==> src/logic/dme_params.svh <==
`ifndef DME_PARAMS_SVH
`define DME_PARAMS_SVH
// Functional notes
// - host debug command or breakpoint both enter debug
// - entry like interrupt but vectors to 8010h
// - fetch block, push, upa, ip, ige, halt
// - repeat entries in debug mode are ignored
// - timers frozen, no interrupt grant in debug
// - status 01b when ready for a command
// - engine runs only trace and return itself
// - command byte decides follow-on bytes and targets
// - no timeout; act only on full byte count
// - rom command sets cmd, rom, jump, busy
// - firmware sets txc, shift completion clears it
// - firmware sets rod, engine clears on recognition
// - undefined encodings and 0x20 do nothing
// - 0x21 needs no bytes, cmd 0001b
// - 0x22 takes address then count, cmd 0010b
// - 0x23 takes address then count, cmd 0011b
// - 0x27 returns to background and resumes cpu
// - status 00b outside debug, 01b inside while idle or collecting
// - streamed output bytes are tagged 11b

// ----------------------------------------
// register word offsets (avalon word address)
// ----------------------------------------
`define DME_OFF_CTRL 3'h0
`define DME_OFF_BUF 3'h1
`define DME_OFF_ADDR 3'h2
`define DME_OFF_DATA 3'h3
`define DME_OFF_SYSCTL 3'h4

// ----------------------------------------
// field positions
// ----------------------------------------
`define DME_CTRL_CMD_LSB 0
`define DME_CTRL_STAT_LSB 4
`define DME_CTRL_DBG_BIT 8
`define DME_SC_ROD_BIT 0
`define DME_SC_TXC_BIT 1

// ----------------------------------------
// reset values and fixed vector
// ----------------------------------------
`define DME_CMD_RESET 4'h0
`define DME_BUF_RESET 8'h00
`define DME_WORD_RESET 16'h0000
`define DME_ROM_ENTRY 16'h8010

// ----------------------------------------
// shift-word status codes
// ----------------------------------------
`define DME_ST_NONDEBUG 2'h0
`define DME_ST_IDLE 2'h1
`define DME_ST_BUSY 2'h2
`define DME_ST_VALID 2'h3

// ----------------------------------------
// host opcodes
// ----------------------------------------
`define DME_OP_DEBUG 8'h1f
`define DME_OP_NOP 8'h20
`define DME_OP_REGMAP 8'h21
`define DME_OP_RD_MEM 8'h22
`define DME_OP_RD_STACK 8'h23
`define DME_OP_WR_REG 8'h24
`define DME_OP_WR_MEM 8'h25
`define DME_OP_TRACE 8'h26
`define DME_OP_RETURN 8'h27
`define DME_OP_UNLOCK 8'h28
`define DME_OP_RD_REG 8'h29
`endif

==> src/logic/dme_pkg.sv <==
package dme_pkg;
    // engine sequencing states
    typedef enum logic [3:0]
    {
        ST_BACK,
        ST_E_FETCH,
        ST_E_PUSH,
        ST_E_UPA,
        ST_E_IP,
        ST_E_IGE,
        ST_IDLE,
        ST_COLLECT,
        ST_BUSY,
        ST_STEP
    } dme_state_t;
endpackage

==> src/logic/dme_shift_port.sv <==
`timescale 1ns/1ps
`include "dme_params.svh"
module dme_shift_port import dme_pkg::*; #(
    parameter int WORD_W = 10
) (
    input wire logic clk_in,
    input wire logic reset_n_in,
    input wire logic tck_in,
    input wire logic tdi_in,
    input wire logic tap_shift_in,
    input wire logic tap_update_in,
    input wire logic tap_debug_sel_in,
    input wire logic tap_reset_in,
    input wire logic [1:0] status_in,
    input wire logic [7:0] tx_byte_in,
    output logic tdo_out,
    output logic [7:0] rx_byte_out,
    output logic rx_valid_out,
    output logic debug_sel_out,
    output logic tap_reset_out
);
    initial
    begin
        if (WORD_W != 10)
            $error("shift word must be 2 status bits plus one byte");
    end

    // ----------------------------------------
    // pin synchronisers
    // ----------------------------------------
    logic [4:0] sync1_reg;
    logic [4:0] sync2_reg;
    logic tck_prev_reg;
    logic [WORD_W-1:0] shift_reg;

    // every pin crosses two flops; only stage two is read
    always_ff @(posedge clk_in or negedge reset_n_in)
    begin
        if (!reset_n_in)
        begin
            sync1_reg <= 5'h00;
            sync2_reg <= 5'h00;
            tck_prev_reg <= 1'b0;
        end
        else
        begin
            sync1_reg <= {tap_reset_in, tap_debug_sel_in, tap_update_in, tap_shift_in, tck_in};
            sync2_reg <= sync1_reg;
            tck_prev_reg <= sync2_reg[0];
        end
    end

    wire tck_rise = sync2_reg[0] & ~tck_prev_reg;
    wire tck_fall = ~sync2_reg[0] & tck_prev_reg;
    // tdi is sampled late enough that the second stage is settled at tck rise
    logic tdi_s1_reg;
    logic tdi_s2_reg;

    always_ff @(posedge clk_in or negedge reset_n_in)
    begin
        if (!reset_n_in)
        begin
            tdi_s1_reg <= 1'b0;
            tdi_s2_reg <= 1'b0;
        end
        else
        begin
            tdi_s1_reg <= tdi_in;
            tdi_s2_reg <= tdi_s1_reg;
        end
    end

    assign debug_sel_out = sync2_reg[3];
    assign tap_reset_out = sync2_reg[4];

    // ----------------------------------------
    // shift word, status in the two low bits
    // ----------------------------------------
    // a completed update hands the byte over and reloads status/buffer
    always_ff @(posedge clk_in or negedge reset_n_in)
    begin
        if (!reset_n_in)
        begin
            shift_reg <= '0;
            rx_byte_out <= 8'h00;
            rx_valid_out <= 1'b0;
            tdo_out <= 1'b0;
        end
        else
        begin
            rx_valid_out <= 1'b0;
            if (tck_rise && sync2_reg[3] && sync2_reg[1])
                shift_reg <= {tdi_s2_reg, shift_reg[WORD_W-1:1]};
            else if (tck_rise && sync2_reg[3] && sync2_reg[2])
            begin
                rx_byte_out <= shift_reg[WORD_W-1:2];
                rx_valid_out <= 1'b1;
                shift_reg <= {tx_byte_in, status_in};
            end
            else if (!sync2_reg[1])
                shift_reg[1:0] <= status_in; // status stays current between words
            // between words the first status bit must already stand at the pin
            if (tck_fall || !sync2_reg[1])
                tdo_out <= shift_reg[0];
        end
    end
endmodule

==> src/logic/dme_debug_engine.sv <==
`timescale 1ns/1ps
`include "dme_params.svh"
module dme_debug_engine import dme_pkg::*; (
    input wire logic clk_in,
    input wire logic reset_n_in,
    input wire logic tck_in,
    input wire logic tdi_in,
    input wire logic tap_shift_in,
    input wire logic tap_update_in,
    input wire logic tap_debug_sel_in,
    input wire logic tap_reset_in,
    output logic tdo_out,
    input wire logic break_match_in,
    output logic fetch_block_out,
    output logic push_return_out,
    output logic upa_save_clear_out,
    output logic ip_load_out,
    output logic [15:0] ip_value_out,
    output logic ige_clear_out,
    output logic cpu_halt_out,
    output logic cpu_step_out,
    output logic cpu_resume_out,
    output logic rom_enable_out,
    output logic rom_jump_out,
    output logic timer_clk_en_out,
    output logic irq_grant_block_out,
    input wire logic [2:0] avs_address_in,
    input wire logic avs_read_in,
    input wire logic avs_write_in,
    input wire logic [31:0] avs_writedata_in,
    input wire logic [3:0] avs_byteenable_in,
    output logic [31:0] avs_readdata_out,
    output logic avs_waitrequest_out
);
    dme_state_t state_reg;
    logic [3:0] cmd_reg;
    logic [3:0] pend_cmd_reg;
    logic [2:0] need_reg;
    logic [2:0] idx_reg;
    logic [7:0] buf_reg;
    logic [15:0] addr_reg;
    logic [15:0] data_reg;
    logic txc_reg;
    logic rod_reg;
    logic ack_reg;
    logic [1:0] status;
    logic [7:0] rx_byte;
    logic rx_valid;
    logic debug_sel;
    logic tap_rst;
    // bus strobes are declared early: the buffer and flag logic read them
    wire req = avs_read_in | avs_write_in;
    wire wr_fire = avs_write_in & ack_reg;

    // ----------------------------------------
    // tap side shift word
    // ----------------------------------------
    dme_shift_port #(.WORD_W(10)) u_port (
        .clk_in(clk_in),
        .reset_n_in(reset_n_in),
        .tck_in(tck_in),
        .tdi_in(tdi_in),
        .tap_shift_in(tap_shift_in),
        .tap_update_in(tap_update_in),
        .tap_debug_sel_in(tap_debug_sel_in),
        .tap_reset_in(tap_reset_in),
        .status_in(status),
        .tx_byte_in(buf_reg),
        .tdo_out(tdo_out),
        .rx_byte_out(rx_byte),
        .rx_valid_out(rx_valid),
        .debug_sel_out(debug_sel),
        .tap_reset_out(tap_rst)
    );

    wire in_debug = (state_reg != ST_BACK);
    wire byte_ok = rx_valid & debug_sel & ~tap_rst;
    wire discard = ~debug_sel | tap_rst;

    // ----------------------------------------
    // command decode
    // ----------------------------------------
    logic op_rom;
    logic [2:0] op_need;

    // only rom-assisted codes get here; trace/return are ours alone
    always_comb
    begin
        op_rom = 1'b1;
        op_need = 3'h0;
        unique case (rx_byte)
            `DME_OP_REGMAP: op_need = 3'h0;
            `DME_OP_RD_MEM: op_need = 3'h4;
            `DME_OP_RD_STACK: op_need = 3'h4;
            `DME_OP_WR_REG, `DME_OP_WR_MEM: op_need = 3'h4;
            `DME_OP_UNLOCK: op_need = 3'h0;
            `DME_OP_RD_REG: op_need = 3'h2;
            default: op_rom = 1'b0;
        endcase
    end

    wire launch_idle = (state_reg == ST_IDLE) && byte_ok && op_rom && (op_need == 3'h0);
    wire launch_coll = (state_reg == ST_COLLECT) && !discard && byte_ok && (idx_reg == need_reg - 3'h1);
    wire launch = launch_idle | launch_coll;

    // ----------------------------------------
    // engine sequencer
    // ----------------------------------------
    // entry steps run one per cycle in fixed order
    always_ff @(posedge clk_in or negedge reset_n_in)
    begin
        if (!reset_n_in)
            state_reg <= ST_BACK;
        else
        begin
            unique case (state_reg)
                ST_BACK:
                    if (break_match_in || (byte_ok && rx_byte == `DME_OP_DEBUG))
                        state_reg <= ST_E_FETCH;
                ST_E_FETCH: state_reg <= ST_E_PUSH;
                ST_E_PUSH: state_reg <= ST_E_UPA;
                ST_E_UPA: state_reg <= ST_E_IP;
                ST_E_IP: state_reg <= ST_E_IGE;
                ST_E_IGE: state_reg <= ST_IDLE;
                ST_IDLE:
                    if (byte_ok)
                    begin
                        // debug command and breaks fall through as no-ops
                        if (launch_idle)
                            state_reg <= ST_BUSY;
                        else if (op_rom)
                            state_reg <= ST_COLLECT;
                        else if (rx_byte == `DME_OP_TRACE)
                            state_reg <= ST_STEP;
                        else if (rx_byte == `DME_OP_RETURN)
                            state_reg <= ST_BACK;
                    end
                ST_COLLECT:
                    if (discard)
                        state_reg <= ST_IDLE;
                    else if (launch_coll)
                        state_reg <= ST_BUSY;
                ST_BUSY:
                    if (rod_reg)
                        state_reg <= ST_IDLE;
                ST_STEP: state_reg <= ST_E_FETCH;
            endcase
        end
    end

    // ----------------------------------------
    // follow-on bytes, command field, buffers
    // ----------------------------------------
    // bytes arrive lsb first: address low/high, then data low/high
    always_ff @(posedge clk_in or negedge reset_n_in)
    begin
        if (!reset_n_in)
        begin
            pend_cmd_reg <= `DME_CMD_RESET;
            need_reg <= 3'h0;
            idx_reg <= 3'h0;
            cmd_reg <= `DME_CMD_RESET;
            addr_reg <= `DME_WORD_RESET;
            data_reg <= `DME_WORD_RESET;
        end
        else
        begin
            if (state_reg == ST_IDLE && byte_ok && op_rom)
            begin
                pend_cmd_reg <= rx_byte[3:0];
                need_reg <= op_need;
                idx_reg <= 3'h0;
            end
            else if (state_reg == ST_COLLECT && discard)
                idx_reg <= 3'h0;
            else if (state_reg == ST_COLLECT && byte_ok)
            begin
                idx_reg <= idx_reg + 3'h1;
                unique case (idx_reg)
                    3'h0: addr_reg[7:0] <= rx_byte;
                    3'h1: addr_reg[15:8] <= rx_byte;
                    3'h2: data_reg[7:0] <= rx_byte;
                    3'h3: data_reg[15:8] <= rx_byte;
                    default: idx_reg <= idx_reg;
                endcase
            end
            if (launch)
                cmd_reg <= launch_idle ? rx_byte[3:0] : pend_cmd_reg;
            if (wr_fire && avs_address_in == `DME_OFF_ADDR)
            begin
                if (avs_byteenable_in[0])
                    addr_reg[7:0] <= avs_writedata_in[7:0];
                if (avs_byteenable_in[1])
                    addr_reg[15:8] <= avs_writedata_in[15:8];
            end
            if (wr_fire && avs_address_in == `DME_OFF_DATA)
            begin
                if (avs_byteenable_in[0])
                    data_reg[7:0] <= avs_writedata_in[7:0];
                if (avs_byteenable_in[1])
                    data_reg[15:8] <= avs_writedata_in[15:8];
            end
        end
    end

    // buffer takes host bytes while busy (unlock data) and firmware output
    always_ff @(posedge clk_in or negedge reset_n_in)
    begin
        if (!reset_n_in)
            buf_reg <= `DME_BUF_RESET;
        else if (wr_fire && avs_address_in == `DME_OFF_BUF && avs_byteenable_in[0])
            buf_reg <= avs_writedata_in[7:0];
        else if (state_reg == ST_BUSY && byte_ok)
            buf_reg <= rx_byte;
    end

    // ----------------------------------------
    // firmware handshake flags, set wins
    // ----------------------------------------
    wire sc_write = wr_fire && avs_address_in == `DME_OFF_SYSCTL && avs_byteenable_in[0];
    wire txc_set = sc_write && avs_writedata_in[`DME_SC_TXC_BIT];
    wire rod_set = sc_write && avs_writedata_in[`DME_SC_ROD_BIT];

    always_ff @(posedge clk_in or negedge reset_n_in)
    begin
        if (!reset_n_in)
        begin
            txc_reg <= 1'b0;
            rod_reg <= 1'b0;
        end
        else
        begin
            if (txc_set)
                txc_reg <= 1'b1;
            else if (rx_valid)
                txc_reg <= 1'b0;
            if (rod_set)
                rod_reg <= 1'b1;
            else if (state_reg == ST_BUSY && rod_reg)
                rod_reg <= 1'b0;
        end
    end

    // ----------------------------------------
    // status code seen by the host
    // ----------------------------------------
    always_comb
    begin
        unique case (state_reg)
            ST_BACK: status = `DME_ST_NONDEBUG;
            ST_IDLE, ST_COLLECT: status = `DME_ST_IDLE;
            ST_BUSY: status = txc_reg ? `DME_ST_VALID : `DME_ST_BUSY;
            default: status = `DME_ST_BUSY;
        endcase
    end

    // ----------------------------------------
    // cpu side controls
    // ----------------------------------------
    assign fetch_block_out = (state_reg == ST_E_FETCH);
    assign push_return_out = (state_reg == ST_E_PUSH);
    assign upa_save_clear_out = (state_reg == ST_E_UPA);
    assign ip_load_out = (state_reg == ST_E_IP) | rom_jump_out;
    assign ip_value_out = `DME_ROM_ENTRY;
    assign ige_clear_out = (state_reg == ST_E_IGE);
    assign cpu_halt_out = (state_reg == ST_IDLE) | (state_reg == ST_COLLECT);
    assign cpu_step_out = (state_reg == ST_STEP);
    assign rom_enable_out = (state_reg == ST_BUSY);
    // freezing timers keeps user timing intact across the stop
    assign timer_clk_en_out = ~in_debug;
    assign irq_grant_block_out = in_debug;

    // jump and resume are single pulses
    always_ff @(posedge clk_in or negedge reset_n_in)
    begin
        if (!reset_n_in)
        begin
            rom_jump_out <= 1'b0;
            cpu_resume_out <= 1'b0;
        end
        else
        begin
            rom_jump_out <= launch;
            cpu_resume_out <= (state_reg == ST_IDLE) && byte_ok && rx_byte == `DME_OP_RETURN;
        end
    end

    // ----------------------------------------
    // avalon slave, one wait state
    // ----------------------------------------
    logic [31:0] rd_word;

    always_comb
    begin
        rd_word = 32'h0000_0000;
        unique case (avs_address_in)
            `DME_OFF_CTRL:
            begin
                rd_word[`DME_CTRL_CMD_LSB +: 4] = cmd_reg;
                rd_word[`DME_CTRL_STAT_LSB +: 2] = status;
                rd_word[`DME_CTRL_DBG_BIT] = in_debug;
            end
            `DME_OFF_BUF: rd_word[7:0] = buf_reg;
            `DME_OFF_ADDR: rd_word[15:0] = addr_reg;
            `DME_OFF_DATA: rd_word[15:0] = data_reg;
            `DME_OFF_SYSCTL:
            begin
                rd_word[`DME_SC_ROD_BIT] = rod_reg;
                rd_word[`DME_SC_TXC_BIT] = txc_reg;
            end
            default: rd_word = 32'h0000_0000;
        endcase
    end

    assign avs_waitrequest_out = req & ~ack_reg;

    // read data is caught in the wait cycle and held for the answer edge
    always_ff @(posedge clk_in or negedge reset_n_in)
    begin
        if (!reset_n_in)
        begin
            ack_reg <= 1'b0;
            avs_readdata_out <= 32'h0000_0000;
        end
        else
        begin
            ack_reg <= req & ~ack_reg;
            if (avs_read_in && !ack_reg)
                avs_readdata_out <= rd_word;
        end
    end
endmodule

==> config.mk <==
export PLATFORM = sky130hd
export DESIGN_NAME = dme_debug_engine
export DESIGN_NICKNAME = d
export VERILOG_FILES = /design/src/logic/dme_pkg.sv /design/src/logic/dme_shift_port.sv /design/src/logic/dme_debug_engine.sv
export VERILOG_INCLUDE_DIRS = /design/src /design/src/logic
export SDC_FILE = /design/constraint.sdc
export NUM_CORES = 1
export LEC_CHECK = 0
export ABC_AREA = 1
export BUFFER_PORTS_ARGS = -buffer_cell sky130_fd_sc_hd__buf_2
export CAP_MARGIN = 10
export CORE_AREA = 5 5 104 106
export CTS_BUF_LIST = sky130_fd_sc_hd__clkbuf_2
export DETAILED_ROUTE_END_ITERATION = 10
export DIE_AREA = 0 0 109 111
export GPL_ROUTABILITY_DRIVEN = 1
export PLACE_DENSITY = 0.92
export SKIP_CTS_REPAIR_TIMING = 1
export SLEW_MARGIN = 15
export SYNTH_ARGS = -nofsm -noshare
export SYNTH_HDL_FRONTEND = slang
export SYNTH_SLANG_ARGS = --single-unit
==> constraint.sdc <==
create_clock -name clk_in -period 3.6 [get_ports clk_in]
set_clock_uncertainty 0.15 [all_clocks]
set_input_delay 0.72 -clock clk_in [delete_from_list [all_inputs] [get_ports clk_in]]
set_output_delay 0.72 -clock clk_in [all_outputs]
set_load 0.02 [all_outputs]
==> impl_metrics.tcl, run 1 <==
set metrics [dict create \
    avgSynthCellArea_um2 8.31 \
    placed_cells 862 \
    nNetsFinal 802 \
    io_pins 112 \
    cp.required_ns 2.73 \
    grt_max_degree 47 \
    postSynthCellCount 683 \
    port_buffers 61 \
    finalPower_uw 2820 \
    final.setup.tns_ns 0 \
    first_pass_iters 5 \
    diodes 0 \
    wirelength_um 13000 \
    yosysTopAreaCell "dfrtp_1" \
    synth_compound_area_frac 0.143 \
    finalHoldWorstSlack_ns 0.153 \
    synth_top_family_by_area "simple AND/OR/NAND/NOR gates" \
    r2r_cells 7 \
    ys_top_cells_by_area "dfrtp_1 (49%), nand2_1 (11%), inv_1 (5.4%)" \
    ys_async_sr_fraction 1.00 \
    grt_pass1_vias 4396 \
    wl_per_cell_um 14.7 \
    clk_latency_ns 0.60 \
    ant_nets 0 \
    clockRootBuffer "clkbuf_2" \
    rsz0062_at_grt "false" \
    finalSetupViolCount 0 \
    synth_fa_ha_area_frac 0.0110 \
    cts.sinks 111 \
    grt_usage 0.224 \
    synth-simple-area-share 0.225 \
    tightest_slew_ns 0.814 \
    crit_type "reg2out" \
    max_freq_ghz 0.360 \
    clk_transition_reported_paths_ns 0.31 \
    regToRegEndpoint "u_port.shift_reg[8]" \
    critPathLaunchType "flip-flop" \
    fin_cells 885 \
    ir_drop_v 0.000196 \
    area_growth_pct 8.09 \
    final_hold_viol_count 0 \
    vias_per_cell 5.40 \
    initial_utilization 0.586 \
    grt_first_pass_wirelength_um 21500 \
    synth_cell_types 39 \
    die_y_um 111 \
    end_kind "primary output" \
    yosys_register_bits 111 \
    synth_edf_count 0 \
    yosys_warnings 0 \
    most-common-layout-cells "nand2_1 (173), dfrtp_1 (111), inv_1 (81), buf_2 (60), nor2_1 (57)" \
    mostFrequentLayoutCell "nand2_1" \
    drv_cap 0 \
    cts_tree "done" \
    dieArea_um2 12100 \
    reg2reg_setup_slack_ns 1.54 \
    die_w_um 109 \
    r2r_start "u_port.sync2_reg[3]" \
    drive_gt1_frac 0.150 \
    antenna_found_initial 0 \
    path_max_fanout 5 \
    dp_hpwl_um 9920 \
    htreeDepth 3 \
    grt-ovfl-total 0 \
    power_leakage_uw 0.00312 \
    finalCriticalPeriod_ns 2.78 \
    netlist_area_um2 5670 \
    fin_crit_sh 0.771 \
    drc 0 \
    min_from "avs_writedata_in[14]" \
    core_um2 9680 \
    worst-endpoint-arrival_ns 1.91 \
    status "complete, no violations" \
    hold_path_end "addr_reg[14]" \
    drtIter0Drc 518 \
    synthXorXnorAreaFrac 0.00309 \
    hold_depth 3 \
    place_congestion 0.888 \
    hp-class "in2reg" \
    fillers 787 \
    ys_seq_area_frac 0.490 \
    yosys_most_used_dff "dfrtp_1" \
    synth_top_area_share 0.490 \
    relSlewSlack 0.455 \
    synthMuxAreaShare 0.0119 \
    clockBufferDepth 2 \
    vias 4779 \
    p_per_area_nw_per_um2 460 \
    final_max_slew_viol_count 0 \
    cts_buffers 9 \
    rows 36 \
]
[metrics by stage]
step	worst slack [ns]	area [um2]	utilization
after floorplan	1.62	5790	-
after global placement	1.07	5960	0.616
after detailed placement	1.04	5960	0.616
after CTS	0.808	6060	0.626
after global routing	0.665	6130	0.633
final	0.825	6130	0.633
[report_power, final]
part           switching, uW  leakage, uW  internal, uW
registers                165      0.00137          1440
logic                    455      0.00169           240
clock network            417    0.0000581          98.8
[Yosys cell counts, types with 2 or more instances]
cell type and instances:
nor2_4 3, clkbuf_1 4, buf_4 36, inv_1 81
conb_1 2, o21ai_1 16, nand3_1 32, mux2_2 6
nand2_2 6, ha_1 5, nor2_8 2, nand2_1 173
o22ai_1 3, buf_1 2, o2111ai_1 2, nor3_1 4
nor2_2 6, buf_2 8, o21ai_0 41, o311ai_0 3
a21oi_1 11, nand4_1 3, nor2_1 57, nand2_4 3
a22oi_1 8, a31oi_1 12, o211ai_1 27, dfrtp_1 111
o221ai_1 6
[cell type report]
type / instances / area, um2 / share of cell area
flip-flops and latches: 111 / 2780 / 0.453
multi-input cells: 469 / 2360 / 0.384
repair buffers: 74 / 423 / 0.0690
inverters: 82 / 308 / 0.0502
well taps: 133 / 166 / 0.0271
clock inverters: 7 / 56.3 / 0.00918
clock buffers: 9 / 45.0 / 0.00734
[worst max path at each step]
stage | end | slack [ns] | startpoint
after CTS | irq_grant_block_out | 0.81 | state_reg[0]
final | irq_grant_block_out | 0.82 | state_reg[0]
after detailed placement | data_reg[7] | 1.04 | avs_address_in[2]
after floorplan | push_return_out | 1.62 | state_reg[2]
after global placement | data_reg[6] | 1.07 | avs_address_in[2]
after global routing | irq_grant_block_out | 0.66 | state_reg[0]
[worst max-delay path, cell delays in order (launching register included)]
cell and delay, ns:
dfrtp_1 0.50, nor2_1 0.19, inv_1 0.09, nor2_2 0.22
inv_1 0.12, buf_2 0.17
[per-layer routing]
layer | vias to the layer above | share of wire | track usage
li1 | 2299 | - | -
met1 | 2188 | 0.40 | 0.318
met2 | 254 | 0.45 | 0.325
met3 | 38 | 0.12 | 0.0670
met4 | 0 | 0.026 | 0.0766
met5 | - | 0 | 0
[kinds of logic after synthesis]
logic type	count (synthesis)
xor gates and xnor gates	2
muxes	6
other	2
and+or+nand+nor	293
adders and majority gates	5
DFF	111
AOI/OAI and AO/OA	131
buffers and inverters	133
No activity file was read; power rests on OpenSTA's default activity.
==> run 2: changes to the inputs <==
- ABC_AREA: 1 -> 0
- CORE_AREA: 5 5 104 106 -> 5 5 106 108
- DIE_AREA: 0 0 109 111 -> 0 0 111 113
- PLACE_DENSITY: 0.92 -> 0.89
- clock period: 3.6 -> 2.7 ns (I/O delays scaled with it)
==> run 2 against run 1 <==
Compared with the run above:
- clock power is 39% higher
- critical endpoint is now timer_clk_en_out
- register-to-register slack worse by 1.4 ns
- via count is 3.9% lower
- critical path type unchanged
- non-clock buffer count is 31 higher
- highest routed layer unchanged
- largest cell class unchanged
- critical path depth is 1 lower
==> impl_metrics.tcl, run 2 <==
set metrics [dict create \
    clockRootBuffer "clkbuf_2" \
    dp_hpwl_um 10200 \
    final.setup.tns_ns 0 \
    path_max_fanout 4 \
    yosys_most_used_dff "dfrtp_1" \
    hold_depth 3 \
    drc 0 \
    vias_per_cell 5.92 \
    ys_async_sr_fraction 1.00 \
    reg2reg_setup_slack_ns 0.13 \
    power_leakage_uw 0.00294 \
    tightest_slew_ns 0.698 \
    ir_drop_v 0.000400 \
    placed_area_um2 6130 \
    cts_tree "done" \
    ant_nets 0 \
    r2r_start "u_port.rx_byte_out[4]" \
    ys_top_cells_by_area "dfrtp_1 (49%), mux2i_1 (11%), o21ai_0 (6.1%)" \
    grt_first_pass_wirelength_um 22400 \
    wirelength_um 13900 \
    avgSynthCellArea_um2 10.2 \
    pwr-share-clk 0.154 \
    ys_seq_area_frac 0.488 \
    synth_top_area_share 0.488 \
    max_freq_ghz 0.386 \
    core_um2 10100 \
    rsz0062_at_grt "false" \
    cts.sinks 111 \
    grt-ovfl-total 0 \
    netlist_area_um2 5690 \
    r2r_cells 5 \
    drtIter0Drc 449 \
    drv_cap 0 \
    diodes 0 \
    grt_pass1_vias 4532 \
    clk_latency_ns 0.60 \
    vias 4593 \
    dieArea_um2 12500 \
    cts_buffers 9 \
    die_w_um 111 \
    initial_utilization 0.561 \
    crit_type "reg2out" \
    power_frac_comb 0.360 \
    sw_frac_of_total 0.375 \
    finalSetupViolCount 0 \
    status "complete, no violations" \
    yosysTopAreaCell "dfrtp_1" \
    die_y_um 113 \
    worst-endpoint-arrival_ns 1.90 \
    final_max_slew_viol_count 0 \
    p_per_area_nw_per_um2 732 \
    final_hold_viol_count 0 \
    wl_per_cell_um 18.0 \
    mostFrequentLayoutCell "dfrtp_1" \
    sequentialPowerShare 0.486 \
    yosys_warnings 0 \
    drive_gt1_frac 0.209 \
    clockBufferDepth 2 \
    stdcell_area_um2 6380 \
    area_growth_pct 12.1 \
    finalHoldWorstSlack_ns 0.00370 \
    io_pins 112 \
    synth_cell_types 57 \
    grt_max_degree 80 \
    cp.required_ns 2.01 \
    htreeDepth 3 \
    critPathLaunchType "flip-flop" \
    yosysMostFrequentCell "dfrtp_1" \
    place_congestion 0.909 \
    min_from "avs_writedata_in[8]" \
    relSlewSlack 0.533 \
    switching_power_uw 1750 \
    postSynthCellCount 558 \
    antenna_found_initial 0 \
    finalCriticalPeriod_ns 2.59 \
    most-common-layout-cells "dfrtp_1 (110), nand2_1 (72), o21ai_0 (69), mux2i_1 (62), buf_2 (60)" \
    synth_edf_count 0 \
    first_pass_iters 5 \
    hold_path_end "addr_reg[8]" \
    nNetsFinal 691 \
    fin_crit_sh 0.960 \
    synth_common_cells "dfrtp_1 (111), nand2_1 (72), o21ai_0 (69)" \
    p_int_uw 2920 \
    port_buffers 61 \
    regToRegEndpoint "pend_cmd_reg[0]" \
    clk_transition_reported_paths_ns 0.27 \
    rows 37 \
    end_kind "primary output" \
    hp-class "in2reg" \
    grt_usage 0.221 \
    yosys_register_bits 111 \
    fillers 779 \
]
run 2: cell families (layout without fill, tap and decap cells):
family | after synthesis | after routing | synth area share
mux | 81 | 81 | 0.155
xor+xnor | 3 | 3 | 0.00462
flops | 111 | 111 | 0.488
buf+inv | 82 | 134 | 0.0776
fa+ha+maj | 5 | 5 | 0.0110
simple gates | 146 | 146 | 0.128
compound gates | 128 | 128 | 0.135
other cells | 2 | 32 | 0.00132
run 2: final cells by class:
class / instances / area [um2] / share of cell area
Tap cell: 136 / 170 / 0.0267
Sequential cell: 111 / 2780 / 0.436
Clock buffer: 10 / 50.0 / 0.00784
Clock inverter: 5 / 50.0 / 0.00784
Multi-Input combinational cell: 395 / 2600 / 0.407
Timing Repair Buffer: 105 / 681 / 0.107
Inverter: 14 / 52.6 / 0.00824
run 2: metrics by stage:
step            util  total power [uW]  std cells  worst slack (ns)
3_3_place_gp   0.605              3830        747             0.267
2_1_floorplan      -              3370        588             0.300
6_report       0.629              4670        776             0.108
5_1_grt        0.629              4940        776            0.0374
4_1_cts        0.615              4610        762            0.0547
3_5_place_dp   0.605              3920        747             0.200
run 2: worst max-delay path by stage:
| stage | start | to | depth (start not counted) |
|---|---|---|---|
| floorplan | state_reg[3] | state_reg[0] | 6 |
| global placement | u_port.rx_byte_out[4] | pend_cmd_reg[2] | 5 |
| detailed placement | u_port.rx_byte_out[4] | pend_cmd_reg[0] | 5 |
| CTS | state_reg[2] | rom_enable_out | 4 |
| global route | state_reg[1] | rom_enable_out | 4 |
| finish | state_reg[2] | timer_clk_en_out | 4 |
run 2: critical path, stage by stage, from the launching register on:
cell and delay (ns):
dfrtp_2 0.46, buf_4 0.14, or4_4 0.46, inv_1 0.09
buf_2 0.16
run 2: power groups by stage:
stage	Combinational (uW)	Sequential [uW]	Clock (uW)
final	1680	2270	717
after CTS	1620	2270	725
after detailed placement	1610	2310	0
after global placement	1550	2280	0
after global routing	1840	2310	792
after floorplan	1110	2270	0
run 2: per-layer routing:
metal,GRT usage,part of all wire,vias up
met5,0,0,-
met4,0.113,0.044,0
met3,0.0321,0.091,53
met2,0.374,0.49,303
met1,0.278,0.38,2167
li1,-,-,2070
==> run 3: changes to the inputs <==
- CTS_BUF_LIST: sky130_fd_sc_hd__clkbuf_2 -> sky130_fd_sc_hd__clkbuf_4
==> run 3 against run 2 <==
Compared with the run above:
- register-to-register slack about the same
- clock power up 12%
- setup slack better by 0.031 ns
- combinational power down 3%
- via count shrank 0.94%
- highest routed layer unchanged
==> impl_metrics.tcl, run 3 (synthesized netlist as in run 2, its figures left out) <==
set metrics [dict create \
    status "complete, no violations" \
    wl_met3_um 1130 \
    cp.required_ns 2.91 \
    tightest_slew_ns 0.703 \
    clockRootBuffer "clkbuf_4" \
    place_congestion 0.909 \
    r2r_start "u_port.rx_byte_out[4]" \
    drtIter0Drc 446 \
    finalCriticalPeriod_ns 2.56 \
    dieArea_um2 12500 \
    power_leakage_uw 0.00291 \
    wl_per_cell_um 17.9 \
    hp-class "in2reg" \
    vias_per_cell 5.92 \
    rows 37 \
    antenna_found_initial 0 \
    mostFrequentLayoutCell "dfrtp_1" \
    initial_utilization 0.561 \
    max_freq_ghz 0.391 \
    clk_latency_ns 0.48 \
    end_kind "flip-flop" \
    critPathLaunch "u_port.rx_byte_out[4]" \
    final.setup.tns_ns 0 \
    p_per_area_nw_per_um2 745 \
    finalHoldWorstSlack_ns 0.132 \
    crit_end "pend_cmd_reg[0]" \
    reg2reg_setup_slack_ns 0.14 \
    critPathLaunchType "flip-flop" \
    area_growth_pct 11.3 \
    first_pass_iters 6 \
    regToRegEndpoint "pend_cmd_reg[0]" \
    drc 0 \
    finalPower_uw 4720 \
    cts_tree "done" \
    grt_first_pass_wirelength_um 22400 \
    final_hold_viol_count 0 \
    cts.sinks 111 \
    grt-ovfl-total 0 \
    core_um2 10100 \
    die_y_um 113 \
    port_buffers 61 \
    diodes 0 \
    r2r_cells 5 \
    met1_length_um 5350 \
    highest_layer "met4" \
    htreeDepth 3 \
    die_w_um 111 \
    drive_gt1_frac 0.207 \
    rsz0062_at_grt "false" \
    grt_pass1_vias 4532 \
    most-common-layout-cells "dfrtp_1 (111), nand2_1 (72), o21ai_0 (69), mux2i_1 (62), buf_2 (60)" \
    ant_nets 0 \
    fin_crit_sh 0.948 \
    hold_depth 3 \
    ir_drop_v 0.000412 \
    clk_transition_reported_paths_ns 0.16 \
    crit_type "reg2reg" \
    nNetsFinal 684 \
    cts_buffers 9 \
    drv_cap 0 \
    wirelength_um 13800 \
    io_pins 112 \
    post-route-util 0.624 \
    path_max_fanout 9 \
    finalSetupViolCount 0 \
    vias 4550 \
    grt_usage 0.222 \
    worst-endpoint-arrival_ns 2.77 \
    wl_met2_um 6730 \
    clockBufferDepth 2 \
    relSlewSlack 0.530 \
    dp_hpwl_um 10200 \
    final_max_slew_viol_count 0 \
    grt_max_degree 80 \
]
run 3: cell types whose count changed in the layout (fill, tap and decap cells not counted):
| cell | delta |
|---|---|
| nor4b_4 | -1 |
| clkbuf_2 | -10 |
| dlygate4sd3_1 | -5 |
| dfrtp_2 | -1 |
| buf_4 | -2 |
| nor4b_2 | +1 |
| dfrtp_1 | +1 |
| clkbuf_4 | +10 |
run 3: worst max-delay path, stage by stage (launching register included):
cell      delay, ns
dfrtp_1        0.42
or4b_1         0.64
nand2b_1       0.26
nor2_1         0.16
and3_1         0.43
mux2_2         0.40
run 3: where the power goes:
group	switching [uW]	internal, uW	total, uW
Combinational	950	685	1630
Sequential	275	2000	2280
Clock	523	281	805
Total	1750	2970	4720
run 3: metrics by stage:
step / instance area (um2) / setup WS (ns) / instances
floorplan: 5800 / 0.300 / 588
global placement: 6130 / 0.267 / 747
detailed placement: 6130 / 0.200 / 747
CTS: 6260 / 0.163 / 762
global route: 6330 / 0.0572 / 769
finish: 6330 / 0.139 / 769
run 3: layout make-up:
class                   instances  area (um2)
clock buffers                  10        75.1
well taps                     136         170
flip-flops and latches        111        2780
multi-input cells             395        2590
inverters                      14        52.6
clock inverters                 5        50.0
fillers                       791        3810
repair buffers                 98         616
run 3: layer usage:
layer | track usage | vias to the layer above
met1 | 0.277 | 2193
met2 | 0.373 | 255
met3 | 0.0358 | 49
met5 | 0 | -
li1 | - | 2053
met4 | 0.118 | 0
run 3: worst min-delay path by stage:
stage / end / from / slack, ns
2_1_floorplan: ack_reg / reset_n_in / 0.09
3_3_place_gp: u_port.sync2_reg[1] / u_port.sync1_reg[1] / 0.18
3_5_place_dp: u_port.sync2_reg[1] / u_port.sync1_reg[1] / 0.18
4_1_cts: avs_readdata_out[6] / reset_n_in / -0.31
5_1_grt: data_reg[14] / avs_writedata_in[14] / 0.12
6_report: addr_reg[9] / avs_writedata_in[9] / 0.13
